File: config.mk
export PLATFORM = sky130hd
export DESIGN_NAME = pws_stepper
export DESIGN_NICKNAME = d
export VERILOG_FILES = /design/src/pws_pkg.sv /design/src/pws_stepper.sv
export VERILOG_INCLUDE_DIRS = /design/src /design/src/src
export SDC_FILE = /design/constraint.sdc
export NUM_CORES = 1
export LEC_CHECK = 0
export BUFFER_PORTS_ARGS = -buffer_cell sky130_fd_sc_hd__buf_2
export CAP_MARGIN = 20
export CORE_MARGIN = 4
export CORE_UTILIZATION = 35
export DETAILED_ROUTE_END_ITERATION = 12
export PLACE_DENSITY_LB_ADDON = 0.12
export RECOVER_POWER = 50
export SLEW_MARGIN = 15
export SYNTH_ARGS = -nofsm -noshare
export SYNTH_HDL_FRONTEND = slang
export SYNTH_SLANG_ARGS = --single-unit
export TNS_END_PERCENT = 10
File: constraint.sdc
create_clock -name clk_i -period 7.5 [get_ports clk_i]
set_input_delay 0.75 -clock clk_i [delete_from_list [all_inputs] [get_ports clk_i]]
set_output_delay 0.75 -clock clk_i [all_outputs]
set_load 0.01 [all_outputs]
File: src/pws_consts.svh
/*
 Timing figures and widths for the wiper stepper.
 Assumes a 25 MHz core clock; counts are derived from the figures below.
*/
`ifndef PWS_CONSTS_SVH
`define PWS_CONSTS_SVH

`define PWS_CLK_MHZ 25
`define PWS_POS_W 6
`define PWS_POS_MAX 6'h3F
`define PWS_POS_MIN 6'h00
`define PWS_POS_RST 6'h00
`define PWS_NV_BIT 3
`define PWS_T_CONTACT_US 1000
`define PWS_T_DIGITAL_US 1
`define PWS_T_HOLD_MS 1000
`define PWS_T_REPEAT_MS 100
`define PWS_T_IDLE_MS 1000
`define PWS_T_NV_MS 2000
`define PWS_DEB_W 15
`define PWS_TMR_W 27

`endif

File: src/pws_pkg.sv
/*
 Types shared by the wiper stepper.
 Assumes pws_consts.svh is on the include path.
*/
package pws_pkg;
  typedef enum logic [0:0] {
    PWS_MODE_DUAL = 1'b0,
    PWS_MODE_SINGLE = 1'b1
  } pws_mode_t;

  typedef enum logic [1:0] {
    PWS_CH_UP = 2'b00,
    PWS_CH_DOWN = 2'b01,
    PWS_CH_PROC = 2'b10
  } pws_chan_t;
endpackage

File: src/pws_stepper.sv
/*
 Pulse width driven wiper position stepper with nonvolatile save requests.
 Three active-low inputs are filtered, turned into steps and auto-repeats,
 and the position is scheduled for saving in a nonvolatile store.
 Assumes all inputs synchronous to clk_i; the store supplies its saved position
 on nv_pos_i at reset release and accepts a one-cycle write strobe.
 Assumes the mode strap pin is settled before reset is released.
*/
// What this block does
// - Hold a wiper position selecting one of 64 uniform taps.
// - All three control inputs are active low.
// - A falling edge on any input starts a pulse, except on the down input in single mode.
// - Each recognised single pulse moves the wiper exactly one step, or none when it steps toward the end it is at.
// - Gaps under 1 ms high (1 us on the processor input) merge pulses into one.
// - Held beyond 1 s, step again every 100 ms until release.
// - Single mode uses up input both ways; down input ignored.
// - Single mode only when down input tied to supply at power-up.
// - Dual mode when down input floats at power-up.
// - Single mode first move after a pause opposes previous direction.
// - Single mode reverses after over 1 s idle or at range end.
// - Processor input steps single-style in every mode, faster rate.
// - Dual mode: up input moves up, down input moves down, no wait.
// - Dual mode stops at range ends without reversing.
// - Up and down button inputs are debounced internally.
// - Position kept in nonvolatile store across power loss.
// - Save 2 s after a change; first change after power-up always saved.
// - Later saves only when position bit 3 changes.
// - Timing thresholds may be off by fifteen percent.
`timescale 1ns/1ns
`include "pws_consts.svh"

module pws_stepper #(
  parameter int T_CONTACT_CYC = `PWS_T_CONTACT_US * `PWS_CLK_MHZ,
  parameter int T_HOLD_CYC = `PWS_T_HOLD_MS * 1000 * `PWS_CLK_MHZ,
  parameter int T_REPEAT_CYC = `PWS_T_REPEAT_MS * 1000 * `PWS_CLK_MHZ,
  parameter int T_IDLE_CYC = `PWS_T_IDLE_MS * 1000 * `PWS_CLK_MHZ,
  parameter int T_NV_CYC = `PWS_T_NV_MS * 1000 * `PWS_CLK_MHZ
) (
  input wire logic clk_i,
  input wire logic nrst_i,
  input wire logic up_button_input_n_i,
  input wire logic down_button_input_n_i,
  input wire logic proc_pulse_n_i,
  input wire logic down_tied_supply_i,
  input wire logic [`PWS_POS_W-1:0] nv_pos_i,
  output logic [`PWS_POS_W-1:0] wiper_pos_o,
  output logic nv_write_o,
  output logic [`PWS_POS_W-1:0] nv_data_o,
  output logic mode_single_o,
  output logic dir_up_o
);
  localparam int T_DIGITAL_CYC = `PWS_T_DIGITAL_US * `PWS_CLK_MHZ;

  function automatic logic [`PWS_DEB_W-1:0] deb_limit(input int ch);
    if (ch == int'(pws_pkg::PWS_CH_PROC)) begin
      return `PWS_DEB_W'(T_DIGITAL_CYC - 1);
    end else begin
      return `PWS_DEB_W'(T_CONTACT_CYC - 1);
    end
  endfunction

  function automatic logic hits_end(input logic [`PWS_POS_W-1:0] p, input logic up);
    if (up) begin
      return p == `PWS_POS_MAX;
    end else begin
      return p == `PWS_POS_MIN;
    end
  endfunction

  function automatic logic [`PWS_POS_W-1:0] sat_step(input logic [`PWS_POS_W-1:0] p,
                                                    input logic up);
    if (hits_end(p, up)) begin
      return p;
    end else if (up) begin
      return p + `PWS_POS_W'(1);
    end else begin
      return p - `PWS_POS_W'(1);
    end
  endfunction

  // Filters and edges
  logic [2:0] raw_n;
  logic [2:0] filt_n;
  logic [2:0] filt_q;
  logic [`PWS_DEB_W-1:0] deb_cnt [3];
  logic [2:0] chan_en;
  logic [2:0] fall;
  logic loaded;
  // Stepping
  logic hold_act;
  pws_pkg::pws_chan_t hold_ch;
  logic [`PWS_TMR_W-1:0] hold_cnt;
  logic rep_fire;
  logic step_go;
  pws_pkg::pws_chan_t step_ch;
  logic sstyle;
  logic eff_up;
  logic [`PWS_POS_W-1:0] next_pos;
  // Direction
  logic rev_pend;
  logic end_flip;
  logic [`PWS_TMR_W-1:0] idle_cnt;
  logic idle_done;
  logic sactive;
  // Saving
  logic first_done;
  logic nv_pend;
  logic [`PWS_TMR_W-1:0] nv_cnt;
  logic [`PWS_POS_W-1:0] stored;
  logic nv_arm;
  logic nv_fire;

  assign raw_n = {proc_pulse_n_i, down_button_input_n_i, up_button_input_n_i};

  // Previous filtered level for edge detection
  always_ff @(posedge clk_i or negedge nrst_i) begin
    if (!nrst_i) begin
      filt_q <= 3'h7;
    end else begin
      filt_q <= filt_n;
    end
  end

  // Input filters: level follows only after a stable run
  always_ff @(posedge clk_i or negedge nrst_i) begin
    if (!nrst_i) begin
      filt_n <= 3'h7;
      for (int i = 0; i < 3; i++) begin
        deb_cnt[i] <= `PWS_DEB_W'h0;
      end
    end else begin
      for (int i = 0; i < 3; i++) begin
        if (raw_n[i] == filt_n[i]) begin
          deb_cnt[i] <= `PWS_DEB_W'h0;
        end else if (deb_cnt[i] >= deb_limit(i)) begin
          filt_n[i] <= raw_n[i];
          deb_cnt[i] <= `PWS_DEB_W'h0;
        end else begin
          deb_cnt[i] <= deb_cnt[i] + `PWS_DEB_W'h1;
        end
      end
    end
  end

  // Channels that may start a pulse in the present mode
  always_comb begin
    chan_en[0] = 1'b1;
    chan_en[1] = ~mode_single_o;
    chan_en[2] = 1'b1;
  end

  assign fall = filt_q & ~filt_n & chan_en & {3{loaded}};

  // Load done one edge after reset release
  always_ff @(posedge clk_i or negedge nrst_i) begin
    if (!nrst_i) begin
      loaded <= 1'b0;
    end else begin
      loaded <= 1'b1;
    end
  end

  // Mode strap taken on the load edge
  always_ff @(posedge clk_i or negedge nrst_i) begin
    if (!nrst_i) begin
      mode_single_o <= 1'b0;
    end else if (!loaded) begin
      mode_single_o <= down_tied_supply_i;
    end
  end

  // Hold tracking for auto-repeat
  always_ff @(posedge clk_i or negedge nrst_i) begin
    if (!nrst_i) begin
      hold_act <= 1'b0;
      hold_ch <= pws_pkg::PWS_CH_UP;
    end else if (fall != 3'h0) begin
      hold_act <= 1'b1;
      hold_ch <= step_ch;
    end else if (hold_act && filt_n[hold_ch]) begin
      hold_act <= 1'b0;
    end
  end

  // Hold timer: first repeat after the hold span, then at repeat pace
  always_ff @(posedge clk_i or negedge nrst_i) begin
    if (!nrst_i) begin
      hold_cnt <= `PWS_TMR_W'h0;
    end else if (fall != 3'h0) begin
      hold_cnt <= `PWS_TMR_W'(T_HOLD_CYC - 1);
    end else if (rep_fire) begin
      hold_cnt <= `PWS_TMR_W'(T_REPEAT_CYC - 1);
    end else if (hold_act && !filt_n[hold_ch]) begin
      hold_cnt <= hold_cnt - `PWS_TMR_W'h1;
    end
  end

  assign rep_fire = hold_act && !filt_n[hold_ch] &&
                    hold_cnt == `PWS_TMR_W'h0;

  // Step request and the channel behind it
  always_comb begin
    step_go = 1'b0;
    step_ch = pws_pkg::PWS_CH_UP;
    if (fall[0]) begin
      step_go = 1'b1;
    end else if (fall[1]) begin
      step_go = 1'b1;
      step_ch = pws_pkg::PWS_CH_DOWN;
    end else if (fall[2]) begin
      step_go = 1'b1;
      step_ch = pws_pkg::PWS_CH_PROC;
    end else if (rep_fire) begin
      step_go = 1'b1;
      step_ch = hold_ch;
    end
  end

  // Direction of the move and the resulting position
  always_comb begin
    sstyle = step_ch == pws_pkg::PWS_CH_PROC ||
             (step_ch == pws_pkg::PWS_CH_UP && mode_single_o);
    if (sstyle) begin
      eff_up = rev_pend ? ~dir_up_o : dir_up_o;
    end else begin
      eff_up = step_ch == pws_pkg::PWS_CH_UP;
    end
    next_pos = sat_step(wiper_pos_o, eff_up);
  end

  // Activity on the inputs that steer single-style moves
  always_comb begin
    sactive = !filt_n[2];
    if (mode_single_o && !filt_n[0]) begin
      sactive = 1'b1;
    end
  end

  // Idle time on the single-style inputs
  always_ff @(posedge clk_i or negedge nrst_i) begin
    if (!nrst_i) begin
      idle_cnt <= `PWS_TMR_W'h0;
    end else if (sactive) begin
      idle_cnt <= `PWS_TMR_W'h0;
    end else if (idle_cnt < `PWS_TMR_W'(T_IDLE_CYC)) begin
      idle_cnt <= idle_cnt + `PWS_TMR_W'h1;
    end
  end

  assign idle_done = !sactive && idle_cnt == `PWS_TMR_W'(T_IDLE_CYC - 1);

  // Reversal pending after a pause
  always_ff @(posedge clk_i or negedge nrst_i) begin
    if (!nrst_i) begin
      rev_pend <= 1'b1;
    end else if (step_go && sstyle) begin
      rev_pend <= 1'b0;
    end else if (idle_done && !end_flip) begin
      rev_pend <= 1'b1;
    end
  end

  // Single-style direction, turned at either end of the range
  always_ff @(posedge clk_i or negedge nrst_i) begin
    if (!nrst_i) begin
      dir_up_o <= 1'b0;
      end_flip <= 1'b0;
    end else if (step_go && sstyle) begin
      if (hits_end(next_pos, eff_up)) begin
        dir_up_o <= ~eff_up;
        end_flip <= 1'b1;
      end else begin
        dir_up_o <= eff_up;
        end_flip <= 1'b0;
      end
    end
  end

  // Wiper position
  always_ff @(posedge clk_i or negedge nrst_i) begin
    if (!nrst_i) begin
      wiper_pos_o <= `PWS_POS_RST;
    end else if (!loaded) begin
      wiper_pos_o <= nv_pos_i;
    end else if (step_go) begin
      wiper_pos_o <= next_pos;
    end
  end

  // A change arms a save: always before the first save, later only when bit 3 moves
  assign nv_arm = loaded && step_go && next_pos != wiper_pos_o &&
                  (!first_done || next_pos[`PWS_NV_BIT] != stored[`PWS_NV_BIT]);
  assign nv_fire = loaded && !nv_arm && nv_pend && nv_cnt == `PWS_TMR_W'(T_NV_CYC - 1);

  // Save delay timer, restarted by every arming change
  always_ff @(posedge clk_i or negedge nrst_i) begin
    if (!nrst_i) begin
      nv_pend <= 1'b0;
      nv_cnt <= `PWS_TMR_W'h0;
    end else if (nv_arm) begin
      nv_pend <= 1'b1;
      nv_cnt <= `PWS_TMR_W'h0;
    end else if (nv_fire) begin
      nv_pend <= 1'b0;
    end else if (nv_pend) begin
      nv_cnt <= nv_cnt + `PWS_TMR_W'h1;
    end
  end

  // One-cycle write strobe
  always_ff @(posedge clk_i or negedge nrst_i) begin
    if (!nrst_i) begin
      nv_write_o <= 1'b0;
    end else begin
      nv_write_o <= nv_fire;
    end
  end

  // First save after power-up done
  always_ff @(posedge clk_i or negedge nrst_i) begin
    if (!nrst_i) begin
      first_done <= 1'b0;
    end else if (nv_fire) begin
      first_done <= 1'b1;
    end
  end

  // Last stored position and the data handed to the store
  always_ff @(posedge clk_i or negedge nrst_i) begin
    if (!nrst_i) begin
      stored <= `PWS_POS_RST;
      nv_data_o <= `PWS_POS_RST;
    end else if (!loaded) begin
      stored <= nv_pos_i;
      nv_data_o <= nv_pos_i;
    end else if (nv_fire) begin
      stored <= wiper_pos_o;
      nv_data_o <= wiper_pos_o;
    end
  end
endmodule // pws_stepper

==> metrics, run 1 <==
H-tree depth=4; clock-pin slew on the worst setup and hold paths=0.06 ns; clock root cell=clkbuf_16; gr ovfl total=0; Hold Fails Final Rpt=0; most frequent cells in the layout=dfrtp_1, nor2_1, nand2_1; Vias/cell=5.170; Die H=158.3 um; Final nets=roughly 900; hold_buf cts=0; vias=approximately 5,900; Fin Hold WS=about 0.45 ns; Worst EP arrival=5.72 ns; Critical Path RT=7.69 ns; P&R area growth vs syn=13.00%; critical-path maximum fanout=87; diode count=0; measured slew at the worst slew-check pin=approximately 4.6 ns; post-cts resize count=0; TritonRoute pass-1 iters=4; die area=25,050 sq um; Comb pwr share=approximately 14%; Setup WS post-layout=1.973 ns; HP Class=reg -> reg; clk sink count=155; DP Wirelength=11,330 um; # Post-CTS Setup Buffers=0; Post-Syn Instances=821; Crit-path slowest cell=clkbuf_1; syn_area_per_cell=roughly 9.6 sq um; Post-synth EDFFs=0; Placed Area=roughly 8400 sq um; core area=around 22,000 sq um; Final setup viols=0; TritonCTS Buffers=17; design area=8930 sq um; Worst Hold Launch=deb_cnt[15]$_DFF_PN0_; Top delay family on crit path=buffers and inverters; Die X=~160 um; Worst path max stage delay=3.15 ns; layout cell share with drive strength beyond 1=between 8 and 9%; final std cells w/o fill=1,149; CTS tree=yes; Power Dens Cells=235.7 nW/um^2; ys async rst share=100.0%; Port-buffer cells=26; Final Wtd Congestion=0.8060; fin crit period=approximately 5.5 ns; Post-Place Worst Slack=between 2 and 2.5 ns; failing checks=max-capacitance violations, max-slew violations; CP Capture Type=asynchronous set/reset pin; I/O pin count=27; setup tns final=0 ns; largest net degree at the start of global routing=88; Flop pwr share=44.6%; max_cap viols=2; first-pass GRT wire length=just under 30,000 um; Seq cells post-synth=around 160; placed insts=1,117; kind of critical path=in -> async; CP startpoint kind=primary input; VDD IR max=0.1327 mV; RSZ-0062 raised after global routing=false; most used flip-flop cell after synthesis=dfrtp_1; Worst Skew=roughly 0.01 ns; vias in the first global route=around 5,800; Syn. warnings=0; internal power=1.495 mW; Net Sw Frac=around 29%; status=complete, but fails checks; initial antenna violation count=0; Tot Pwr=~2.1 mW; Slew Viols, Final=around 160; final cycle utilization of the critical path=73.69%; switching power total=609.8 uW; Initial Util=35.88%; WL per Instance=14.82 um; CP cell instances=clkbuf_1 > clkbuf_2; DRT iter0 DRCs=approximately 280; Clk pwr share=41.7%; Routed Antenna Nets=0; FP Rows=54; synth unique cells=72; DRC viols=0; drt total wl=17,030 um; Peak Freq=180.9 MHz; clk_lat worst skew=0.43 ns; GRT Total Usage=14.47%; most common cell after layout, fill and taps aside=dfrtp_1; crit path launch=nrst_i; Max Buffers Root-to-Sink=2; FF-to-FF Start=loaded$_DFF_PN0_; Post-Route Utilization=40.54%; Rel. slew slack=-205.8%; Post-Syn Area=7903 sq um; Bufs and invs on worst path=2; Leak Pwr=3.740 nW; sequential-to-total area share from yosys stat=49.19%
path summary, 6_finish.rpt:
kind / slack [ns] / cells past startpoint / to
max: 1.97 / 2 / idle_cnt[15]$_DFFE_PN0P_
min: 0.45 / 1 / deb_cnt[15]$_DFF_PN0_
max reg2reg: 2.03 / 15 / stored[4]$_DFFE_PN0P_
min reg2reg: 0.45 / 1 / deb_cnt[15]$_DFF_PN0_
max in group clk_i: 2.03 / 15 / stored[4]$_DFFE_PN0P_
min in group asynchronous: 1.97 / 1 / idle_cnt[0]$_DFFE_PN0P_
cells by family after synthesis:
group / Yosys count / share of synthesized area, %
fa+ha+maj: 13 / 2.153
compound gates: 108 / 9.626
buf+inv: 51 / 2.660
flops: 155 / 49.19
mux: 10 / 1.362
simple gates: 391 / 24.83
xor+xnor: 91 / 10.09
other cells: 2 / 0.09503
cells in the mapped netlist (all sizes together) (7+ instances only):
| master | instances | share of area [%] |
|---|---|---|
| nand4 | 14 | 1.1 |
| nor3 | 26 | 1.6 |
| inv | 26 | 1.2 |
| nand3 | 36 | 2.3 |
| nor2 | 144 | 6.9 |
| dfrtp | 148 | 47 |
| and3 | 26 | 2.1 |
| a21oi | 14 | 0.89 |
| nand2b | 9 | 0.71 |
| xnor2 | 52 | 5.8 |
| xor2 | 39 | 4.3 |
| or3 | 8 | 0.65 |
| clkbuf | 20 | 0.97 |
| a31oi | 8 | 0.63 |
| nor4 | 25 | 2.2 |
| o21ai | 30 | 1.9 |
| nand2 | 62 | 2.9 |
| or4 | 7 | 0.71 |
| ha | 12 | 1.9 |
| dfstp | 7 | 2.3 |
layout make-up:
cell class | count | area [sq um]
multi-input cells | 624 | 3849
flip-flops and latches | 155 | 3887
clock buffers | 18 | 439.2
repair buffers | 31 | 141.4
fillers | 2167 | 13100
inverters | 27 | 101.3
well taps | 280 | 350.3
clock inverters | 14 | 161.4
power groups by stage:
stage	combinational, mW	clock (mW)	sequential, mW
finish	0.289	0.878	0.938
global route	0.330	0.954	0.947
CTS	0.295	0.908	0.938
detailed placement	0.293	0	0.953
global placement	0.296	0	0.954
floorplan	0.208	0	0.942
registers in the layout, summed over array words and instances (netlist names):
name / flops
filt_q: 3
loaded: 1
idle_cnt: 27
dir_up_o: 1
filt_n: 3
end_flip: 1
rev_pend: 1
mode_single_o: 1
wiper_pos_o: 6
hold_cnt: 27
nv_write_o: 1
first_done: 1
nv_pend: 1
nv_cnt: 27
hold_ch: 2
deb_cnt: 45
hold_act: 1
stored: 6
per-layer routing:
metal | share of wire [%] | global-route usage [%]
met3 | 3.1 | 3.615
met2 | 45 | 22.24
met5 | 0 | 0
met1 | 50 | 20.55
met4 | 1.0 | 3.737
Note: power is estimated with default switching activity, not from simulation.
==> run 2, diff against run 1 <==
==> constraint.sdc (replaced) <==
create_clock -name clk_i -period 5.65 [get_ports clk_i]
set_input_delay 0.565 -clock clk_i [delete_from_list [all_inputs] [get_ports clk_i]]
set_output_delay 0.565 -clock clk_i [all_outputs]
set_load 0.01 [all_outputs]
==> run 2 against run 1 <==
Net effect: the flow still finishes with violations (max-capacitance violations, max-slew violations); clock power is 28% higher; hold slack worse by 0.026 ns; cell area increased by 0.28%; non-clock buffer count is 4 higher; critical endpoint is now nv_cnt[21]$_DFFE_PN0P_.
==> metrics, run 2 (synthesized netlist as in run 1, its figures left out) <==
status=complete, but fails checks (unchanged); failing checks=max-capacitance violations, max-slew violations (unchanged); FP Rows=54 (unchanged); most frequent cells in the layout=dfrtp_1, nor2_1, nand2_1 (unchanged); largest net degree at the start of global routing=61 (was 88); Slew Viols, Final=61 (was 158); TritonRoute pass-1 iters=4 (unchanged); max_cap viols=1 (was 2); Routed Antenna Nets=0 (unchanged); die area=25,050 sq um (unchanged); first-pass GRT wire length=29,850 um (was 29,370 um); DRT iter0 DRCs=350 (was 277); DP Wirelength=11,810 um (was 11,330 um); Fin Hold WS=0.4228 ns (was 0.4487 ns); clk sink count=155 (unchanged); diode count=0 (unchanged); Rel. slew slack=-124.5% (was -205.8%); clk_lat worst skew=0.43 ns (about the same); Final setup viols=0 (unchanged); clock-pin slew on the worst setup and hold paths=0.06 ns (about the same); setup tns final=0 ns (unchanged); vias in the first global route=5,808 (was 5,820); Crit-path slowest cell=nor2_4 (was clkbuf_1); fin crit period=just over 5 ns; Bufs and invs on worst path=2 (unchanged); Hold Fails Final Rpt=0 (unchanged); GRT Total Usage=14.81% (was 14.47%); gr ovfl total=0 (unchanged); vias=5,988 (was 5,940); Worst EP arrival=5.33 ns (was 5.72 ns); Post-Place Worst Slack=0.4814 ns (was 2.058 ns); Peak Freq=198.2 MHz; HP Class=in -> reg (was reg -> reg); critical-path maximum fanout=28 (was 87); drt total wl=17,320 um (was 17,030 um); Largest Register=deb_cnt (unchanged); H-tree depth=4 (unchanged); Top delay family on crit path=simple AND/OR/NAND/NOR gates (was buffers and inverters); DRC viols=0 (unchanged); Final Wtd Congestion=0.7776 (was 0.8060); TritonCTS Buffers=17 (unchanged); kind of critical path=reg -> reg (was in -> async); CP cell instances=inv_1 > ha_1 > or4b_1 > or4_1 > nor4_1 > o21ai_1 > and2_1 > clkinv_1 > ha_1 > a211oi_2 > nor2_1 > o21ai_0 > o21ai_0 > a211o_1 > a211o_1 > nor2_4 > nor2_1 (was clkbuf_1 > clkbuf_2); CTS tree=yes (unchanged); WL per Instance=15.02 um (was 14.82 um); Worst Skew=0.01131 ns (was 0.01019 ns); final cycle utilization of the critical path=89.30%; I/O pin count=27 (unchanged); CP Capture Type=flip-flop (was asynchronous set/reset pin); Die X=158.3 um (unchanged); Power Dens Cells=308.5 nW/um^2 (was 235.7 nW/um^2); Max Buffers Root-to-Sink=2 (unchanged); most common cell after layout, fill and taps aside=dfrtp_1 (unchanged); P&R area growth vs syn=13.32% (was 13.00%); Vias/cell=5.193 (was 5.170); core area=22,030 sq um (unchanged); measured slew at the worst slew-check pin=3.368 ns (was 4.587 ns); VDD IR max=0.1663 mV (was 0.1327 mV); Die H=158.3 um (unchanged); initial antenna violation count=0 (unchanged); RSZ-0062 raised after global routing=false (unchanged); setup slack, reg-to-reg=0.60 ns (was 2.03 ns); Final nets=885 (was 881); Port-buffer cells=26 (unchanged); Leak Pwr=3.801 nW (was 3.740 nW); Setup WS post-layout=0.6044 ns (was 1.973 ns); clock root cell=clkbuf_16 (unchanged); Critical Path RT=5.93 ns (was 7.69 ns); Worst path max stage delay=0.53 ns (was 3.15 ns); Initial Util=35.88% (unchanged); layout cell share with drive strength beyond 1=10.42% (was 8.170%); max reg flops=45 (unchanged); CP startpoint kind=flip-flop (was primary input)
==> run 2: cell types whose count changed in the layout (fill, tap and decap cells not counted), moves of 2 or more <==
cell,before,now
buf_2,10,25
inv_6,4,9
clkbuf_1,17,2
clkinvlp_4,5,2
buf_4,3,5
==> run 2: cell type report <==
cell class	count	area, sq um
inverter	27	101.3
clock inverter	15	148.9
timing repair buffer	35	187.7
tap	280	350.3
clock buffer	17	425.4
multi-input combinational	624	3854
fill	2193	13070
sequential	155	3887
==> run 2: path summary, 6_finish.rpt <==
kind | from | end | cells after the start
min in group asynchronous | nrst_i | idle_cnt[0]$_DFFE_PN0P_ | 1
worst min register to register | filt_n[2]$_DFFE_PN1P_ | filt_q[2]$_DFF_PN1_ | 0
worst min-delay path | down_button_input_n_i | filt_n[1]$_DFFE_PN1P_ | 2
max in group asynchronous | nrst_i | stored[4]$_DFFE_PN0P_ | 2
worst max-delay path | hold_cnt[0]$_DFFE_PN0P_ | nv_cnt[21]$_DFFE_PN0P_ | 17
worst max register to register | hold_cnt[0]$_DFFE_PN0P_ | nv_cnt[21]$_DFFE_PN0P_ | 17
==> run 2: per-stage QoR <==
step | instance area [sq um] | power (mW) | utilization (%) | std cells
2_1_floorplan | 7936 | 1.527 | - | 830
3_3_place_gp | 8377 | 1.659 | 38.03 | 1119
3_5_place_dp | 8377 | 1.659 | 38.03 | 1119
4_1_cts | 8951 | 2.804 | 40.64 | 1151
5_1_grt | 8955 | 2.927 | 40.66 | 1153
6_report | 8955 | 2.762 | 40.66 | 1153
==> run 2: repair_timing <==
item | in CTS | in global routing
hold buffers | 0 | 0
setup buffers | 0 | 0
gates resized for setup | 0 | 1
endpoints found under the setup margin | 0 | 16
==> run 2: per-layer routing <==
layer  vias up  track usage (%)  share of wire (%)
met4         0            3.331               0.74
met5         -                0                  0
li1       2973                -                  -
met2        66            22.79                 46
met1      2940            21.17                 50
met3         9            3.724                2.9
==> run 2: worst reg2reg max path, delay by kind of cell, from the launching register on <==
kind / cells / cell delay [ns]
AO/OA/AOI/OAI: 6 / 1.49
AND/OR/NAND/NOR: 7 / 2.21
flip-flops: 1 / 0.40
adder cells (fa/ha/maj): 2 / 0.47
buffers and inverters: 2 / 0.33
==> run 2: power breakdown <==
part | total, mW | switching (mW) | internal, mW
sequential | 1.24 | 0.0660 | 1.17
clock | 1.12 | 0.503 | 0.622
combinational | 0.397 | 0.252 | 0.145
==> run 3, diff against run 2 <==
--- a/config.mk
+++ b/config.mk
@@ -8,10 +8,9 @@
 export LEC_CHECK = 0
 export BUFFER_PORTS_ARGS = -buffer_cell sky130_fd_sc_hd__buf_2
 export CAP_MARGIN = 20
-export CORE_MARGIN = 4
+export CORE_ASPECT_RATIO = 0.9
 export CORE_UTILIZATION = 35
 export DETAILED_ROUTE_END_ITERATION = 12
-export PLACE_DENSITY_LB_ADDON = 0.12
 export RECOVER_POWER = 50
 export SLEW_MARGIN = 15
 export SYNTH_ARGS = -nofsm -noshare
==> run 3 against run 2 <==
Net effect: the flow still finishes with violations (max-capacitance violations, max-slew violations); hold slack worse by 0.059 ns; die area decreased by 7.4%; first-iteration DRC count up 16%; highest routed layer unchanged; combinational power shrank 2%; routed wire length decreased by 4.8%; power rose by 1.3%; setup slack worse by 0.046 ns; core utilization increased by 0.37 points; sequential share of layout area fell by 0.11 points; critical path depth fell by 2; clock power is 4% higher; flip-flop and latch count is the same.
==> metrics, run 3 (synthesized netlist as in run 1, its figures left out) <==
Vias/cell=5.150 (was 5.193); largest net degree at the start of global routing=103 (was 61); DP Wirelength=10,940 um (was 11,810 um); Final Wtd Congestion=0.8579 (was 0.7776); RSZ-0062 raised after global routing=false (unchanged); initial antenna violation count=0 (unchanged); Critical Path RT=5.97 ns (was 5.93 ns); CP Capture Type=flip-flop (unchanged); gr ovfl total=0 (unchanged); GRT Total Usage=14.98% (was 14.81%); DRC viols=0 (unchanged); Largest Register=deb_cnt (unchanged); Rel. slew slack=-200.0% (was -124.5%); Initial Util=36.11% (was 35.88%); layout cell share with drive strength beyond 1=8.601% (was 10.42%); Crit-path slowest cell=or4_1 (was nor2_4); Routed Antenna Nets=0 (unchanged); Hold Fails Final Rpt=0 (unchanged); I/O pin count=27 (unchanged); Die H=144.6 um (was 158.3 um); Die X=160.4 um (was 158.3 um); VDD IR max=0.2343 mV (was 0.1663 mV); clk sink count=155 (unchanged); TritonRoute pass-1 iters=6 (was 4); CP cell instances=or4_1 > or4_1 > nor4b_1 > o21ai_1 > and2_1 > clkinv_1 > ha_1 > a211oi_2 > nor2_1 > o21ai_0 > o21ai_0 > a211o_1 > a211o_1 > or2_0 > o211a_1 (was inv_1 > ha_1 > or4b_1 > or4_1 > nor4_1 > o21ai_1 > and2_1 > clkinv_1 > ha_1 > a211oi_2 > nor2_1 > o21ai_0 > o21ai_0 > a211o_1 > a211o_1 > nor2_4 > nor2_1); met2 WL post-DR=7166 um (was 7990 um); Filler cells=2,130 (was 2,193); max_cap viols=1 (unchanged); setup slack, reg-to-reg=0.56 ns (was 0.60 ns); clock-pin slew on the worst setup and hold paths=0.07 ns (was 0.06 ns); max reg flops=45 (unchanged); failing checks=max-capacitance violations, max-slew violations (unchanged); Worst Skew=0.01069 ns (was 0.01131 ns); fin crit period=5.092 ns (was 5.046 ns); P&R area growth vs syn=13.62% (was 13.32%); Leak Pwr=3.784 nW (was 3.801 nW); Worst Hold End=mode_single_o$_DFFE_PN0N_ (was filt_n[1]$_DFFE_PN1P_); FF-to-FF path depth=15 (was 17); critical-path maximum fanout=10 (was 28); FF-to-FF End=stored[0]$_DFFE_PN0P_ (was nv_cnt[21]$_DFFE_PN0P_); die area=23,180 sq um (was 25,050 sq um); Worst path max stage delay=0.60 ns (was 0.53 ns); drt total wl=16,480 um (was 17,320 um); WL per Instance=14.16 um (was 15.02 um); FP Rows=51 (was 54); Worst EP arrival=5.41 ns (was 5.33 ns); Final setup viols=0 (unchanged); clock root cell=clkbuf_16 (unchanged); DRT iter0 DRCs=407 (was 350); Port-buffer cells=26 (unchanged); most common cell after layout, fill and taps aside=dfrtp_1 (unchanged); H-tree depth=4 (unchanged); Power Dens Cells=311.5 nW/um^2 (was 308.5 nW/um^2); hold depth=2 (unchanged); kind of critical path=reg -> reg (unchanged); WL met3=658 um (was 508 um); Slew Viols, Final=103 (was 61); Peak Freq=196.4 MHz (was 198.2 MHz); CTS tree=yes (unchanged); hold_buf cts=0 (unchanged); final cycle utilization of the critical path=90.12% (was 89.30%); first-pass GRT wire length=27,810 um (was 29,850 um); core area=21,890 sq um (was 22,030 sq um); met1 wire length=8521 um (was 8689 um); CP startpoint kind=flip-flop (unchanged); clk_lat worst skew=0.43 ns (about the same); status=complete, but fails checks (unchanged); vias=5,995 (was 5,988); FF-to-FF Start=hold_cnt[13]$_DFFE_PN0P_ (was hold_cnt[0]$_DFFE_PN0P_); setup tns final=0 ns (unchanged); HP Class=in -> reg (unchanged); Final nets=884 (was 885); TritonCTS Buffers=17 (unchanged); most frequent cells in the layout=dfrtp_1, nor2_1, nand2_1 (unchanged); Max Buffers Root-to-Sink=2 (unchanged); Worst Hold Launch=down_tied_supply_i (was down_button_input_n_i); measured slew at the worst slew-check pin=4.500 ns (was 3.368 ns); vias in the first global route=5,489 (was 5,808); uppermost layer routed=met4 (unchanged); Post-Route Utilization=41.02% (was 40.66%)
## run 3: cell types whose count changed in the layout (fill, tap and decap cells not counted), sizes merged, moves of 2 or more
| cell | delta |
|---|---|
| clkinvlp | -2 |
| buf | -13 |
| inv | -3 |
| clkbuf | +12 |
| clkinv | +3 |
## run 3: timing repair
item                                    4_1_cts  5_1_grt
resized for setup                             0        1
endpoints found under the setup margin        0       14
setup buffers                                 0        0
## run 3: layer usage
layer,GRT usage [%],vias up
met3,3.843,16
met5,0,-
met1,21.99,2914
met4,4.211,0
li1,-,2969
met2,21.53,96
## run 3: worst max-delay path by stage
| stage | slack, ns | cells past startpoint | end | from |
|---|---|---|---|---|
| floorplan | 1.04 | 20 | stored[0]$_DFFE_PN0P_ | hold_cnt[0]$_DFFE_PN0P_ |
| global placement | 0.67 | 17 | nv_write_o$_DFF_PN0_ | hold_cnt[0]$_DFFE_PN0P_ |
| detailed placement | 0.46 | 17 | nv_cnt[24]$_DFFE_PN0P_ | hold_cnt[0]$_DFFE_PN0P_ |
| CTS | 0.48 | 15 | nv_cnt[12]$_DFFE_PN0P_ | hold_cnt[13]$_DFFE_PN0P_ |
| global route | 0.12 | 17 | nv_cnt[10]$_DFFE_PN0P_ | hold_cnt[0]$_DFFE_PN0P_ |
| finish | 0.56 | 15 | stored[0]$_DFFE_PN0P_ | hold_cnt[13]$_DFFE_PN0P_ |
## run 3: cell type report
| cell class | count | area (sq um) | share of cell area (%) |
|---|---|---|---|
| sequential | 155 | 3887 | 43.30 |
| multi-input combinational | 624 | 3854 | 42.92 |
| clock buffer | 18 | 439.2 | 4.891 |
| tap | 291 | 364.1 | 4.055 |
| timing repair buffer | 34 | 172.7 | 1.923 |
| clock inverter | 14 | 157.7 | 1.756 |
| inverter | 27 | 101.3 | 1.129 |
| antenna | 1 | 2.502 | 0.02787 |
## run 3: critical path: cells and delay by family, from the launching register on
kind,cells,cell delay [ns]
fa+ha+maj,1,0.29
simple gates,6,2.23
compound gates,7,1.79
buf+inv,1,0.22
flops,1,0.44
## run 3: report_power, final
group          switching (mW)  internal (mW)  leakage (nW)
Sequential             0.0688           1.17          1.97
Clock                   0.491          0.674         0.301
Combinational           0.246          0.142          1.51
## run 3: per-stage QoR
| step | cell area (sq um) | setup WS, ns | hold WS (ns) | instances | power [mW] |
|---|---|---|---|---|---|
| 3_5_place_dp | 8391 | 0.4641 | 0.4048 | 1130 | 1.651 |
| 5_1_grt | 8976 | 0.1151 | 0.3499 | 1163 | 2.935 |
| 4_1_cts | 8987 | 0.4767 | 0.2996 | 1162 | 2.830 |
| 6_report | 8979 | 0.5582 | 0.3635 | 1164 | 2.797 |
| 2_1_floorplan | 7936 | 1.044 | 0.2694 | 830 | 1.527 |
| 3_3_place_gp | 8391 | 0.6656 | 0.3970 | 1130 | 1.647 |
